`config.mk`:
```
export PLATFORM = sky130hd
export DESIGN_NAME = ctts_top
export DESIGN_NICKNAME = d
export VERILOG_FILES = /design/src/ctts_pkg.sv /design/src/ctts_sync.sv /design/src/ctts_trig_chan.sv /design/src/ctts_top.sv
export VERILOG_INCLUDE_DIRS = /design/src
export SDC_FILE = /design/constraint.sdc
export NUM_CORES = 1
export LEC_CHECK = 0
export BUFFER_PORTS_ARGS = -buffer_cell sky130_fd_sc_hd__buf_2
export CELL_PAD_IN_SITES_DETAIL_PLACEMENT = 0
export CELL_PAD_IN_SITES_GLOBAL_PLACEMENT = 1
export CORE_MARGIN = 5
export CORE_UTILIZATION = 39
export DETAILED_ROUTE_END_ITERATION = 10
export GPL_TIMING_DRIVEN = 0
export PLACE_DENSITY = 0.66
export SLEW_MARGIN = 10
export SYNTH_ARGS = -nofsm -noshare
export SYNTH_HDL_FRONTEND = slang
export SYNTH_SLANG_ARGS = --single-unit
export TNS_END_PERCENT = 50
```
`constraint.sdc`:
```
create_clock -name CLK_IN -period 9.6 [get_ports CLK_IN]
set_clock_uncertainty 0.1 [all_clocks]
set_input_delay 0.48 -clock CLK_IN [delete_from_list [all_inputs] [get_ports CLK_IN]]
set_output_delay 0.48 -clock CLK_IN [all_outputs]
set_load 0.05 [all_outputs]
```
`src/ctts_defs.svh`:
```
// Purpose: constants of the conversion and transfer trigger select block
// Assumes: byte addresses on an 8-bit register address port, 32-bit data
// Notes: definitions only
`ifndef CTTS_DEFS_SVH
`define CTTS_DEFS_SVH

// ************************************************************
// register offsets
// ************************************************************
`define CTTS_OFS_CONV1_CFG 8'h00
`define CTTS_OFS_CONV2_CFG 8'h04
`define CTTS_OFS_SER1_SEL 8'h08
`define CTTS_OFS_SER2_SEL 8'h0c
`define CTTS_OFS_SER3_SEL 8'h10
`define CTTS_OFS_SER_POL 8'h14
`define CTTS_OFS_TICK_PERIOD 8'h18
`define CTTS_OFS_SRC_LEVEL 8'h1c

// ************************************************************
// field positions and widths
// ************************************************************
`define CTTS_CONV_SRC_W 3
`define CTTS_TG_SRC_W 4
`define CTTS_TG_SRC_OFF 4'h0
`define CTTS_CONV_CFG_W 12
`define CTTS_TICK_W 16
`define CTTS_SER_POL_LSB1 0
`define CTTS_SER_POL_LSB2 8
`define CTTS_SER_POL_LSB3 16

// ************************************************************
// reset values
// ************************************************************
`define CTTS_RST_CONV_CFG 12'h000
`define CTTS_RST_SER_SEL 32'h0000_0000
`define CTTS_RST_SER_POL 8'h00
`define CTTS_RST_TICK_PERIOD 16'h0000

`endif

```
`src/ctts_pkg.sv`:
```
// Purpose: types of the conversion and transfer trigger select block
// Assumes: used with ctts_defs.svh
// Notes: nothing is imported, every use is scoped
package ctts_pkg;

    // one converter group: edge select and 3-bit source select
    typedef struct packed {
        logic falling;
        logic [2:0] src;
    } ctts_grp_cfg_s;

    // converter configuration, group 1 in the low nibble
    typedef struct packed {
        ctts_grp_cfg_s ev;
        ctts_grp_cfg_s g2;
        ctts_grp_cfg_s g1;
    } ctts_conv_cfg_s;

    // one start pulse per converter group
    typedef struct packed {
        logic ev;
        logic g2;
        logic g1;
    } ctts_conv_start_s;

    typedef logic [31:0] ctts_word_t;

endpackage : ctts_pkg

```
`src/ctts_sync.sv`:
```
// Purpose: two-flop synchroniser for a group of level inputs
// Assumes: inputs asynchronous to CLK
// Notes: first stage is read only by the second stage
`timescale 1ns/10ps
module ctts_sync #(
    parameter int W = 1
) (
    input wire logic clk_in,
    input wire logic nrst_in,
    input wire logic ce_in,
    input wire logic [W-1:0] d_in,
    output logic [W-1:0] q_out
);
    logic [W-1:0] meta_r;
    logic [W-1:0] sync_r;

    initial begin
        if (W < 1) begin
            $error("ctts_sync: W must be at least 1");
        end
    end

    always_ff @(posedge clk_in) begin
        if (!nrst_in) begin
            meta_r <= '0;
            sync_r <= '0;
        end else if (ce_in) begin
            meta_r <= d_in;
            sync_r <= meta_r;
        end
    end

    assign q_out = sync_r;
endmodule // ctts_sync

```
`src/ctts_trig_chan.sv`:
```
// Purpose: select one trigger source and turn its chosen edge into a start pulse
// Assumes: sources already in the clock domain
// Notes: a change of select is absorbed without a start
`timescale 1ns/10ps
module ctts_trig_chan #(
    parameter int SEL_W = 3
) (
    input wire logic clk_in,
    input wire logic nrst_in,
    input wire logic ce_in,
    input wire logic [(1<<SEL_W)-1:0] src_in,
    input wire logic [SEL_W-1:0] sel_in,
    input wire logic falling_in,
    input wire logic enable_in,
    output logic start_out
);
    logic [SEL_W-1:0] sel_r;
    logic prev_r;
    logic primed_r;
    logic start_r;
    wire logic level_w = src_in[sel_in];
    wire logic same_sel_w = (sel_in == sel_r);
    wire logic rise_w = level_w & ~prev_r;
    wire logic fall_w = ~level_w & prev_r;
    wire logic edge_w = falling_in ? fall_w : rise_w;
    wire logic start_nxt = enable_in & primed_r & same_sel_w & edge_w;

    initial begin
        if (SEL_W < 1 || SEL_W > 4) begin
            $error("ctts_trig_chan: SEL_W must be 1 to 4");
        end
    end

    always_ff @(posedge clk_in) begin
        if (!nrst_in) begin
            sel_r <= '0;
            prev_r <= 1'b0;
            primed_r <= 1'b0;
            start_r <= 1'b0;
        end else if (ce_in) begin
            sel_r <= sel_in;
            prev_r <= level_w;
            primed_r <= 1'b1;
            start_r <= start_nxt;
        end
    end

    assign start_out = start_r;
endmodule // ctts_trig_chan

```
`src/ctts_top.sv`:
```
// Purpose: trigger source select and edge qualification for two converters
//          and three buffered serial peripherals
// Assumes: single clock CLK_IN, synchronous active-low reset NRST_IN
// Notes: all trigger inputs pass two flops before selection
//
// How it works
// - converter groups 1, 2 and event can each be started by events
// - each converter group has its own 3-bit source and edge select
// - converter 1 codes: event pin, timer 8,10, compare 0, 17,19, port B 0,1
// - converter 2 uses the same map with its own event pin at code 000
// - every source exists internally whether or not its pin is bonded
// - pin level is observed whether driven externally or by software
// - compare line is high on its event, rising edge starts at assertion
// - falling edge on the compare line starts the group at deassertion
// - each serial instance has transfer groups started by events or the tick
// - 4-bit code: 0 off, 1-8 port A 0-7, 9-14 timer 8..18, 15 tick
// - third serial instance decodes trigger codes like the first
// - second serial instance decodes trigger codes like the first
// - internal tick counter makes periodic starts with no outside stimulus
// - each buffer may serve other dma channels in other transfer groups
//
// Chosen here: the placing of the registers and the address-and-strobe port.
`include "ctts_defs.svh"
`timescale 1ns/10ps
module ctts_top #(
    parameter int NUM_TG = 8
) (
    input wire logic CLK_IN,
    input wire logic NRST_IN,
    input wire logic CE_IN,
    input wire logic [7:0] REG_ADDR_IN,
    input wire logic [31:0] REG_WDATA_IN,
    input wire logic REG_WR_IN,
    input wire logic REG_RD_IN,
    output logic [31:0] REG_RDATA_OUT,
    input wire logic CONVERTER1_EVENT_PIN_IN,
    input wire logic CONVERTER2_EVENT_PIN_IN,
    input wire logic [7:0] PORT_A_PIN_IN,
    input wire logic [1:0] PORT_B_PIN_IN,
    input wire logic [31:0] HIGH_END_TIMER_CHANNEL_IN,
    input wire logic OS_TICK_TIMER_COMPARE0_IN,
    output ctts_pkg::ctts_conv_start_s CONVERTER1_START_OUT,
    output ctts_pkg::ctts_conv_start_s CONVERTER2_START_OUT,
    output logic [NUM_TG-1:0] SERIAL1_TG_START_OUT,
    output logic [NUM_TG-1:0] SERIAL2_TG_START_OUT,
    output logic [NUM_TG-1:0] SERIAL3_TG_START_OUT
);
    localparam int SEL_BITS = NUM_TG * `CTTS_TG_SRC_W;

    initial begin
        if (NUM_TG < 1 || NUM_TG > 8) begin
            $error("ctts_top: NUM_TG must be 1 to 8 to fit one register word");
        end
    end

    // ************************************************************
    // input synchronisers
    // ************************************************************
    // software-driven output pins are looped back through the same pads,
    // so one path covers both cases
    localparam int RAW_W = 22;
    wire logic [RAW_W-1:0] raw_w = {
        HIGH_END_TIMER_CHANNEL_IN[19],
        HIGH_END_TIMER_CHANNEL_IN[18],
        HIGH_END_TIMER_CHANNEL_IN[17],
        HIGH_END_TIMER_CHANNEL_IN[16],
        HIGH_END_TIMER_CHANNEL_IN[14],
        HIGH_END_TIMER_CHANNEL_IN[12],
        HIGH_END_TIMER_CHANNEL_IN[10],
        HIGH_END_TIMER_CHANNEL_IN[8],
        OS_TICK_TIMER_COMPARE0_IN,
        CONVERTER2_EVENT_PIN_IN,
        CONVERTER1_EVENT_PIN_IN,
        PORT_B_PIN_IN,
        PORT_A_PIN_IN,
        1'b0
    };
    logic [RAW_W-1:0] lvl_w;

    ctts_sync #(
        .W(RAW_W)
    ) u_sync (
        .clk_in(CLK_IN),
        .nrst_in(NRST_IN),
        .ce_in(CE_IN),
        .d_in(raw_w),
        .q_out(lvl_w)
    );

    wire logic [7:0] port_a_w = lvl_w[8:1];
    wire logic [1:0] port_b_w = lvl_w[10:9];
    wire logic conv1_pin_w = lvl_w[11];
    wire logic conv2_pin_w = lvl_w[12];
    wire logic compare0_w = lvl_w[13];
    wire logic tmr8_w = lvl_w[14];
    wire logic tmr10_w = lvl_w[15];
    wire logic tmr12_w = lvl_w[16];
    wire logic tmr14_w = lvl_w[17];
    wire logic tmr16_w = lvl_w[18];
    wire logic tmr17_w = lvl_w[19];
    wire logic tmr18_w = lvl_w[20];
    wire logic tmr19_w = lvl_w[21];

    // ************************************************************
    // registers
    // ************************************************************
    ctts_pkg::ctts_conv_cfg_s conv1_cfg_r;
    ctts_pkg::ctts_conv_cfg_s conv2_cfg_r;
    ctts_pkg::ctts_word_t ser_sel_r [3];
    logic [7:0] ser_pol_r [3];
    logic [`CTTS_TICK_W-1:0] tick_period_r;
    ctts_pkg::ctts_word_t rdata_r;

    wire logic hit_conv1_w = (REG_ADDR_IN == `CTTS_OFS_CONV1_CFG);
    wire logic hit_conv2_w = (REG_ADDR_IN == `CTTS_OFS_CONV2_CFG);
    wire logic hit_ser1_w = (REG_ADDR_IN == `CTTS_OFS_SER1_SEL);
    wire logic hit_ser2_w = (REG_ADDR_IN == `CTTS_OFS_SER2_SEL);
    wire logic hit_ser3_w = (REG_ADDR_IN == `CTTS_OFS_SER3_SEL);
    wire logic hit_pol_w = (REG_ADDR_IN == `CTTS_OFS_SER_POL);
    wire logic hit_tick_w = (REG_ADDR_IN == `CTTS_OFS_TICK_PERIOD);
    wire logic hit_lvl_w = (REG_ADDR_IN == `CTTS_OFS_SRC_LEVEL);
    wire logic [2:0] hit_ser_w = {hit_ser3_w, hit_ser2_w, hit_ser1_w};

    // unused transfer group fields stay zero so they read back as zero
    wire ctts_pkg::ctts_word_t sel_mask_w = (SEL_BITS >= 32) ? 32'hffff_ffff
        : ((32'h0000_0001 << SEL_BITS) - 32'h0000_0001);
    wire logic [7:0] pol_mask_w = sel_mask_w[7:0] | ((NUM_TG >= 8) ? 8'hff : 8'h00);
    wire logic [7:0] pol_mask_tg_w = (NUM_TG >= 8) ? 8'hff
        : 8'((16'h0001 << NUM_TG) - 16'h0001);

    wire logic [20:0] src_level_w = {
        tmr19_w, tmr18_w, tmr17_w, tmr16_w, tmr14_w, tmr12_w, tmr10_w, tmr8_w,
        compare0_w, conv2_pin_w, conv1_pin_w, port_b_w, port_a_w
    };

    wire ctts_pkg::ctts_word_t rd_mux_w =
        hit_conv1_w ? {20'h0_0000, conv1_cfg_r} :
        hit_conv2_w ? {20'h0_0000, conv2_cfg_r} :
        hit_ser1_w ? ser_sel_r[0] :
        hit_ser2_w ? ser_sel_r[1] :
        hit_ser3_w ? ser_sel_r[2] :
        hit_pol_w ? {8'h00, ser_pol_r[2], ser_pol_r[1], ser_pol_r[0]} :
        hit_tick_w ? {16'h0000, tick_period_r} :
        hit_lvl_w ? {11'h000, src_level_w} :
        32'h0000_0000;
    wire ctts_pkg::ctts_word_t rdata_nxt = REG_RD_IN ? rd_mux_w : 32'h0000_0000;

    always_ff @(posedge CLK_IN) begin
        if (!NRST_IN) begin
            conv1_cfg_r <= `CTTS_RST_CONV_CFG;
            conv2_cfg_r <= `CTTS_RST_CONV_CFG;
            tick_period_r <= `CTTS_RST_TICK_PERIOD;
            rdata_r <= 32'h0000_0000;
        end else if (CE_IN) begin
            if (REG_WR_IN && hit_conv1_w) begin
                conv1_cfg_r <= REG_WDATA_IN[`CTTS_CONV_CFG_W-1:0];
            end
            if (REG_WR_IN && hit_conv2_w) begin
                conv2_cfg_r <= REG_WDATA_IN[`CTTS_CONV_CFG_W-1:0];
            end
            if (REG_WR_IN && hit_tick_w) begin
                tick_period_r <= REG_WDATA_IN[`CTTS_TICK_W-1:0];
            end
            rdata_r <= rdata_nxt;
        end
    end

    for (genvar s = 0; s < 3; s++) begin : g_ser_regs
        always_ff @(posedge CLK_IN) begin
            if (!NRST_IN) begin
                ser_sel_r[s] <= `CTTS_RST_SER_SEL;
                ser_pol_r[s] <= `CTTS_RST_SER_POL;
            end else if (CE_IN) begin
                if (REG_WR_IN && hit_ser_w[s]) begin
                    ser_sel_r[s] <= REG_WDATA_IN & sel_mask_w;
                end
                if (REG_WR_IN && hit_pol_w) begin
                    ser_pol_r[s] <= REG_WDATA_IN[8*s +: 8] & pol_mask_tg_w;
                end
            end
        end
    end

    assign REG_RDATA_OUT = rdata_r;

    // ************************************************************
    // internal tick counter
    // ************************************************************
    // period zero stops the tick; a period of n gives one tick every n cycles
    logic [`CTTS_TICK_W-1:0] tick_cnt_r;
    logic tick_r;
    wire logic tick_run_w = (tick_period_r != `CTTS_RST_TICK_PERIOD);
    wire logic tick_wrap_w = (tick_cnt_r >= (tick_period_r - `CTTS_TICK_W'(1)));
    wire logic [`CTTS_TICK_W-1:0] tick_cnt_nxt = !tick_run_w ? '0
        : tick_wrap_w ? '0 : tick_cnt_r + `CTTS_TICK_W'(1);
    wire logic tick_nxt = tick_run_w & tick_wrap_w;

    always_ff @(posedge CLK_IN) begin
        if (!NRST_IN) begin
            tick_cnt_r <= '0;
            tick_r <= 1'b0;
        end else if (CE_IN) begin
            tick_cnt_r <= tick_cnt_nxt;
            tick_r <= tick_nxt;
        end
    end

    // ************************************************************
    // converter trigger selection
    // ************************************************************
    // code order is the source index, so the select drives the mux directly
    wire logic [7:0] conv_common_w = {
        port_b_w[1], port_b_w[0], tmr19_w, tmr17_w, compare0_w, tmr10_w, tmr8_w, 1'b0
    };
    wire logic [7:0] conv1_src_w = {conv_common_w[7:1], conv1_pin_w};
    wire logic [7:0] conv2_src_w = {conv_common_w[7:1], conv2_pin_w};
    wire ctts_pkg::ctts_grp_cfg_s conv_grp_w [2][3];
    wire logic [7:0] conv_src_w [2];
    logic [2:0] conv_start_w [2];

    assign conv_src_w[0] = conv1_src_w;
    assign conv_src_w[1] = conv2_src_w;
    assign conv_grp_w[0][0] = conv1_cfg_r.g1;
    assign conv_grp_w[0][1] = conv1_cfg_r.g2;
    assign conv_grp_w[0][2] = conv1_cfg_r.ev;
    assign conv_grp_w[1][0] = conv2_cfg_r.g1;
    assign conv_grp_w[1][1] = conv2_cfg_r.g2;
    assign conv_grp_w[1][2] = conv2_cfg_r.ev;

    for (genvar c = 0; c < 2; c++) begin : g_conv
        for (genvar g = 0; g < 3; g++) begin : g_grp
            ctts_trig_chan #(
                .SEL_W(`CTTS_CONV_SRC_W)
            ) u_chan (
                .clk_in(CLK_IN),
                .nrst_in(NRST_IN),
                .ce_in(CE_IN),
                .src_in(conv_src_w[c]),
                .sel_in(conv_grp_w[c][g].src),
                .falling_in(conv_grp_w[c][g].falling),
                .enable_in(1'b1),
                .start_out(conv_start_w[c][g])
            );
        end
    end

    assign CONVERTER1_START_OUT = conv_start_w[0];
    assign CONVERTER2_START_OUT = conv_start_w[1];

    // ************************************************************
    // transfer group trigger selection
    // ************************************************************
    // all three serial instances share one source vector and one decode
    wire logic [15:0] tg_src_w = {
        tick_r, tmr18_w, tmr16_w, tmr14_w, tmr12_w, tmr10_w, tmr8_w, port_a_w, 1'b0
    };
    logic [NUM_TG-1:0] tg_start_w [3];

    for (genvar s = 0; s < 3; s++) begin : g_ser
        for (genvar k = 0; k < NUM_TG; k++) begin : g_tg
            wire logic [3:0] tg_sel_w = ser_sel_r[s][4*k +: 4];
            ctts_trig_chan #(
                .SEL_W(`CTTS_TG_SRC_W)
            ) u_chan (
                .clk_in(CLK_IN),
                .nrst_in(NRST_IN),
                .ce_in(CE_IN),
                .src_in(tg_src_w),
                .sel_in(tg_sel_w),
                .falling_in(ser_pol_r[s][k]),
                .enable_in(tg_sel_w != `CTTS_TG_SRC_OFF),
                .start_out(tg_start_w[s][k])
            );
        end
    end

    // each start is per transfer group; the buffer-to-dma pairing lives
    // in the serial scheduler, which may reuse a buffer across groups
    assign SERIAL1_TG_START_OUT = tg_start_w[0];
    assign SERIAL2_TG_START_OUT = tg_start_w[1];
    assign SERIAL3_TG_START_OUT = tg_start_w[2];

    // pol_mask_w kept equal to the per-group mask for wide configurations
    wire logic unused_w = ^pol_mask_w;
endmodule // ctts_top

```
Word-level counts from Yosys, hierarchy flattened --
Memories as Yosys holds them, arrays and structs flattened. Index checks and enable logic that the tools add are counted.
Cells by class: add/subtract/negate cells 2, order comparisons 31, equality and inequality tests 37, muxes and demuxes 124, bitwise gates (word level) 211, reduce and logical (&&, ||, !) cells 36
Operator list (number):
- $mux 32 | 9
- $and 1x1->1 | 145
- $lt 4x5->1 const B | 24
- $bmux 1 s4 | 24
- $eq 4x4->1 | 24
- $reduce_bool 4->1 | 24
- $mux 1 | 77
- $not 1->1 | 60
- $mux 21 | 2
- $eq 8x5->1 const B | 4
- $mux 16 | 2
- $lt 3x4->1 const B | 6
- $mux 24 | 1
- $mux 8 | 3
- $bmux 1 s3 | 6
- $eq 3x3->1 | 6
- $add 16x1->16 const B | 1
- $eq 8x4->1 const B | 2
- $ge 16x16->1 | 1
- $reduce_bool 16->1 | 1
- $sub 16x1->16 const B | 1
- $eq 8x3->1 const B | 1
- $logic_not 8->1 | 1
- $logic_and 1x1->1 | 7
- other kinds (2) | 9
Word-level totals: register bits after elaboration 306, RAM bits 120, input port bits 90, output and inout bits 62, word-level logic and storage cells 552, memories 2
Memory list:
- ser_sel_r | words 3, bits a word 32, read ports 3, clocked after memory_dff 0, wr ports 3, line ctts_top.sv:109 | ctts_pkg::ctts_word_t ser_sel_r [3];
- ser_pol_r | words 3, bits a word 8, read ports 3, clocked after memory_dff 0, wr ports 3, line ctts_top.sv:110 | logic [7:0] ser_pol_r [3];

Longest topological paths before layout --
depth in word-level cells 10, mapped depth 14

Modules after synthesis --
A second synthesis with hierarchy kept.
Second synthesis, totals: cell total of the unflattened synthesis 2245, area total of the unflattened synthesis 25026.5 um^2
Modules (own cells, without submodules):
- ctts_trig_chan at g_ser[0].g_tg[0].u_chan ... | times used 24, cells an instance 39, area an instance 460.4 um^2, sequential area each 140.1 um^2
- ctts_top | times used 1, cells an instance 994, area an instance 10201.0 um^2, sequential area each 5385.2 um^2
- ctts_trig_chan at g_conv[0].g_grp[0].u_chan ... | times used 6, cells an instance 29, area an instance 345.3 um^2, sequential area each 120.1 um^2
- ctts_sync | times used 1, cells an instance 141, area an instance 1702.9 um^2, sequential area each 880.8 um^2

Worst setup path before layout --
Ideal clock, no wire load.
path type input to register, start point input REG_ADDR_IN[7], end point memory ser_sel_r[0][0] (netlist bit) (enable), arrival time 3950 ps, path slack 5085 ps, stages 5, cell sequence or4_1 > nor3_1 > nand2_1 > clkbuf_1 > o21ai_0
RTL lines:
- start, declared | line ctts_top.sv:31 | input wire logic [7:0] REG_ADDR_IN,
- end, declared | line ctts_top.sv:109

Worst setup path in the final report --
start point register tick_period_r[2], end point register tick_cnt_r[14]
Between the ends: word-level cells in the longest chain between the ends 4, elaborated cells between the ends (all ways) 5, classes of those cells add/sub: 1; order compare: 1; mux: 2; reduce/logical: 1
Ends and longest elaborated chain:
- start, declared | line ctts_top.sv:111 | logic [`CTTS_TICK_W-1:0] tick_period_r;
- start signal, assigned | line ctts_top.sv:152 | tick_period_r <= `CTTS_RST_TICK_PERIOD;
- start signal, assigned | line ctts_top.sv:162 | tick_period_r <= REG_WDATA_IN[`CTTS_TICK_W-1:0];
- $sub 16x1->16 | line ctts_top.sv:193 | wire logic tick_wrap_w = (tick_cnt_r >= (tick_period_r - `CTTS_TICK_W'(1)));
- $ge 16x16->1 | line ctts_top.sv:193
- $mux 16 | line ctts_top.sv:195 | : tick_wrap_w ? '0 : tick_cnt_r + `CTTS_TICK_W'(1);
- $mux 16 (*) | line ctts_top.sv:194 | wire logic [`CTTS_TICK_W-1:0] tick_cnt_nxt = !tick_run_w ? '0
- end signal, assigned | line ctts_top.sv:203 | tick_cnt_r <= tick_cnt_nxt;
- end, declared | line ctts_top.sv:190 | logic [`CTTS_TICK_W-1:0] tick_cnt_r;
Every way passes the cells marked *; elsewhere a longest branch is shown, timed or not. A chain may end at the register's enable or synchronous reset.

==> run_summary.xml <==
<?xml version="1.0" encoding="UTF-8"?>
<metrics>
  <group name="grt">
    <metric name="first_global_vias" unit="">18409</metric>
    <metric name="grt.overflow.total" unit="">0</metric>
    <metric name="grt_util_all_layers" unit="%">27.4</metric>
    <metric name="grt_pass1_wl" unit="mm">129</metric>
    <metric name="antenna_found_initial" unit="">7</metric>
    <metric name="maximum_number_of_pins_on_one_net_before_global_route_repair" unit="">23</metric>
  </group>
  <group name="logic_synthesis">
    <metric name="synthTopCellsByArea" unit="">sky130_fd_sc_hd__dfxtp_1 26%, sky130_fd_sc_hd__edfxtp_1 15%, sky130_fd_sc_hd__mux2i_1 11%</metric>
    <metric name="distinct_cell_type_count_after_synthesis" unit="">57</metric>
    <metric name="postSynthRegisterBits" unit="">426</metric>
    <metric name="ys.flop_type" unit="">sky130_fd_sc_hd__dfxtp_1</metric>
    <metric name="sequential_area_share_after_synthesis" unit="%">41.8</metric>
    <metric name="post-synth-top-count-cell" unit="">sky130_fd_sc_hd__dfxtp_1</metric>
    <metric name="yosys.area.top_type_share" unit="%">26.3</metric>
    <metric name="netlist_area" unit="um^2">23300</metric>
    <metric name="syn-num-nets" unit="">2416</metric>
    <metric name="count_of_flip_flops_with_a_built_in_enable_after_synthesis" unit="">120</metric>
    <metric name="synth_top_cell_by_area" unit="">sky130_fd_sc_hd__dfxtp_1</metric>
    <metric name="yosys_warning_total" unit="">0</metric>
    <metric name="synthCells" unit="">2308</metric>
    <metric name="asyncSetResetFlopFracSynth" unit="%">0</metric>
    <metric name="post_synth_most_frequent_cells" unit="">306 x sky130_fd_sc_hd__dfxtp_1, 254 x sky130_fd_sc_hd__mux2i_1, 192 x sky130_fd_sc_hd__nand2_1, 181 x sky130_fd_sc_hd__nor2b_1, 172 x sky130_fd_sc_hd__clkbuf_1</metric>
    <metric name="syn-mean-instance-area" unit="um^2">10.1</metric>
  </group>
  <group name="timing">
    <metric name="setup_viol" unit="">0</metric>
    <metric name="drv_slew" unit="">0</metric>
    <metric name="worstMarginPinSlew" unit="ns">1.36</metric>
    <metric name="fin_crit_sh" unit="%">44.4</metric>
    <metric name="layout_min_cycle_time" unit="ns">4.26</metric>
    <metric name="achievable_clock_frequency" unit="MHz">235</metric>
    <metric name="hold_violations" unit="">0</metric>
    <metric name="totalNegativeSetupSlack" unit="ns">0</metric>
    <metric name="max-slew-margin-rel" unit="%">8.94</metric>
    <metric name="rsz0062_at_grt" unit="">no</metric>
  </group>
  <group name="clocking">
    <metric name="clock-root-buffer" unit="">sky130_fd_sc_hd__clkbuf_16</metric>
    <metric name="numCtsBuffers" unit="">49</metric>
    <metric name="cts_sinks" unit="">426</metric>
    <metric name="cts_htree_levels" unit="">2</metric>
    <metric name="cts_hold_buffers" unit="">0</metric>
    <metric name="post_cts_resize_count" unit="">0</metric>
    <metric name="worst_path_clk_slew" unit="ns">0.06</metric>
    <metric name="tritoncts" unit="">yes</metric>
    <metric name="largest_buffer_count_on_any_clock_path" unit="">3</metric>
    <metric name="insertion_delay" unit="ns">0.61</metric>
    <metric name="postCtsSetupBuffers" unit="">0</metric>
  </group>
  <group name="route">
    <metric name="detail_route.drc_violations" unit="">0</metric>
    <metric name="drt_first_iter_violations" unit="">2116</metric>
    <metric name="avgViaCountPerCell" unit="">5.87</metric>
    <metric name="met1_length" unit="mm">37.5</metric>
    <metric name="dr_wl_met3" unit="mm">9.11</metric>
    <metric name="top_layer" unit="">met4</metric>
    <metric name="drt_first_pass_iters" unit="">8</metric>
    <metric name="detailroute.via_count" unit="">19389</metric>
    <metric name="wl_per_cell" unit="um">27.4</metric>
    <metric name="antenna_violating_nets_post_route" unit="">0</metric>
    <metric name="finalWirelength" unit="mm">90.5</metric>
    <metric name="met2_length" unit="mm">40.7</metric>
  </group>
  <group name="die">
    <metric name="dieHeight" unit="um">254</metric>
    <metric name="row_count" unit="">89</metric>
    <metric name="ioPinCount" unit="">152</metric>
    <metric name="design.core.area" unit="um^2">59000</metric>
    <metric name="design.die.area" unit="um^2">64600</metric>
    <metric name="die_w" unit="um">254</metric>
    <metric name="initial_utilization" unit="%">39.4</metric>
  </group>
  <group name="power">
    <metric name="leakage" unit="nW">10.2</metric>
    <metric name="max-vdd-ir-drop" unit="uV">109</metric>
    <metric name="power-per-cell-area" unit="nW/um^2">164</metric>
  </group>
  <group name="setup_path">
    <metric name="path_delay_family" unit="">simple AND/OR/NAND/NOR gates</metric>
    <metric name="critPathMaxStageDelay" unit="ns">0.57</metric>
    <metric name="cp-start-kind" unit="">flop</metric>
    <metric name="arr_time_crit_path" unit="ns">4.68</metric>
    <metric name="timing.critical_path.cells" unit="">or3_1, nor3_1, nand2b_1, or4_1, xor2_1, ha_1, a21oi_1, nand2_1, a2111oi_0, o211a_2, buf_2, nand3_1, mux2i_1</metric>
    <metric name="slowest_cp_cell" unit="">sky130_fd_sc_hd__a2111oi_0</metric>
    <metric name="end_kind" unit="">flop</metric>
    <metric name="cp_num_buf_inv" unit="">1</metric>
    <metric name="worst_ep_required_time" unit="ns">10.02</metric>
    <metric name="worst-setup-path-type" unit="">reg2reg</metric>
    <metric name="crit_fanout" unit="">10</metric>
  </group>
  <group name="run_status">
    <metric name="status" unit="">finished, final reports clean</metric>
  </group>
  <group name="final_layout">
    <metric name="finalCoreUtilization" unit="%">45.1</metric>
    <metric name="area_growth" unit="%">14.6</metric>
    <metric name="fraction_of_final_layout_cells_sized_beyond_drive_strength_1" unit="%">14.7</metric>
    <metric name="multi_input_comb_area" unit="um^2">12500</metric>
    <metric name="fillers" unit="">5727</metric>
    <metric name="nNetsFinal" unit="">2596</metric>
    <metric name="area.sequential" unit="um^2">9730</metric>
  </group>
  <group name="flow_run">
    <metric name="drv.max_cap_violation_count" unit="">0</metric>
  </group>
  <group name="placed_design">
    <metric name="dp_hpwl" unit="mm">66.8</metric>
    <metric name="port_buffers" unit="">125</metric>
    <metric name="final_wtd_congestion" unit="">0.969</metric>
  </group>
  <group name="worst_hold_path">
    <metric name="worstHoldPathType" unit="">in2reg</metric>
  </group>
</metrics>
[cell families after synthesis]
group                      Yosys count  share of synthesized area, %
AOI/OAI and AO/OA                  312                          9.11
xor gates and xnor gates           110                          4.14
adders and majority gates           18                         0.968
buffers and inverters              239                          4.42
DFF                                426                          41.8
muxes                              371                          20.7
and+or+nand+nor                    832                          18.9
[layout by cell type (no fill, tap or decap), drive strengths merged, types with 7 or more instances in the layout]
cell type and n:
mux2i 254, or4 13, nand3 47, nand2 192, nand4 9, edfxtp 120, inv 10, or3 11
a22o 17, mux4 84, nor3 65, nor4 37, nor3b 25, and2 122, xor2 65, nor2b 181
a21oi 74, a32o 9, ha 18, a221o 10, dfxtp 306, a21o 7, mux2 33, clkinv 10
a22oi 27, o21ai 63, xnor2 45, o22ai 7, buf 188, o211a 7, nand2b 8, o31ai 10
a221oi 15, and3 11, clkbuf 248, nor2 106, o211ai 17, a21boi 29, o32ai 9
[power breakdown]
| group | leakage (nW) | switching, W | total (W) | internal, W |
|---|---|---|---|---|
| Clock | 0.815 | 0.000799 | 0.00194 | 0.00114 |
| Combinational | 5.74 | 0.000270 | 0.000440 | 0.000170 |
| Sequential | 3.63 | 0.0000809 | 0.00199 | 0.00191 |
[metal layers]
layer | track usage, % | vias up
li1 | - | 8637
met1 | 38.0 | 9583
met2 | 43.4 | 1002
met3 | 5.71 | 167
met4 | 8.32 | 0
met5 | 0 | -
[final timing paths]
kind | from | endpoint | slack [ns] | cells after the start
worst min-delay path | HIGH_END_TIMER_CHANNEL_IN[14] | u_sync.meta_r[17]$_SDFFE_PN0P_ | 0.03 | 3
worst max register to register | tick_period_r[2]$_SDFFE_PN0P_ | tick_cnt_r[14]$_SDFFE_PN0P_ | 5.34 | 13
worst max-delay path | tick_period_r[2]$_SDFFE_PN0P_ | tick_cnt_r[14]$_SDFFE_PN0P_ | 5.34 | 13
worst min register to register | REG_RDATA_OUT[12]$_SDFFE_PN0P_ | REG_RDATA_OUT[12]$_SDFFE_PN0P_ | 0.36 | 2
[per-stage QoR]
step / hold WS [ns] / setup WS, ns / cells / cell area (um^2) / total power [W]
floorplan: 0.328 / 5.08 / 2308 / 23300 / 0.00227
global placement: 0.336 / 2.41 / 3206 / 24800 / 0.00245
detailed placement: 0.345 / 5.26 / 3210 / 25000 / 0.00246
CTS: 0.00870 / 5.35 / 3302 / 26600 / 0.00439
global route: 0.0299 / 4.90 / 3302 / 26600 / 0.00451
finish: 0.0325 / 5.34 / 3305 / 26600 / 0.00437
[worst reg2reg max path, stage by stage, from the launching register on]
cell,delay [ns]
sky130_fd_sc_hd__dfxtp_1,0.40
sky130_fd_sc_hd__or3_1,0.44
sky130_fd_sc_hd__nor3_1,0.26
sky130_fd_sc_hd__nand2b_1,0.17
sky130_fd_sc_hd__or4_1,0.54
sky130_fd_sc_hd__xor2_1,0.22
sky130_fd_sc_hd__ha_1,0.30
sky130_fd_sc_hd__a21oi_1,0.15
sky130_fd_sc_hd__nand2_1,0.10
sky130_fd_sc_hd__a2111oi_0,0.57
sky130_fd_sc_hd__o211a_2,0.41
sky130_fd_sc_hd__buf_2,0.29
sky130_fd_sc_hd__nand3_1,0.10
sky130_fd_sc_hd__mux2i_1,0.14
[registers in the layout, summed over array words and instances (netlist names)]
signal	cells
u_sync.q_out	21
REG_RDATA_OUT	32
g_ser.g_tg.u_chan.primed_r	1
ser_pol_r	24
u_sync.meta_r	21
tick_period_r	16
g_ser.g_tg.u_chan.sel_r	96
g_ser.g_tg.u_chan.prev_r	24
g_ser.g_tg.u_chan.start_out	24
tick_cnt_r	16
conv2_cfg_r	12
g_conv.g_grp.u_chan.start_out	6
conv1_cfg_r	12
g_conv.g_grp.u_chan.sel_r	18
g_conv.g_grp.u_chan.prev_r	6
ser_sel_r	96
tick_r	1
[final cells by class]
type / instances / area share (%)
Buffer: 231 / 3.76
Multi-Input combinational cell: 1643 / 47.1
Clock buffer: 76 / 5.68
Inverter: 8 / 0.113
Clock inverter: 16 / 0.531
Antenna cell: 3 / 0.0282
Tap cell: 773 / 3.63
Timing Repair Buffer: 129 / 2.68
Sequential cell: 426 / 36.5
Power figures use the tool's default switching activity.
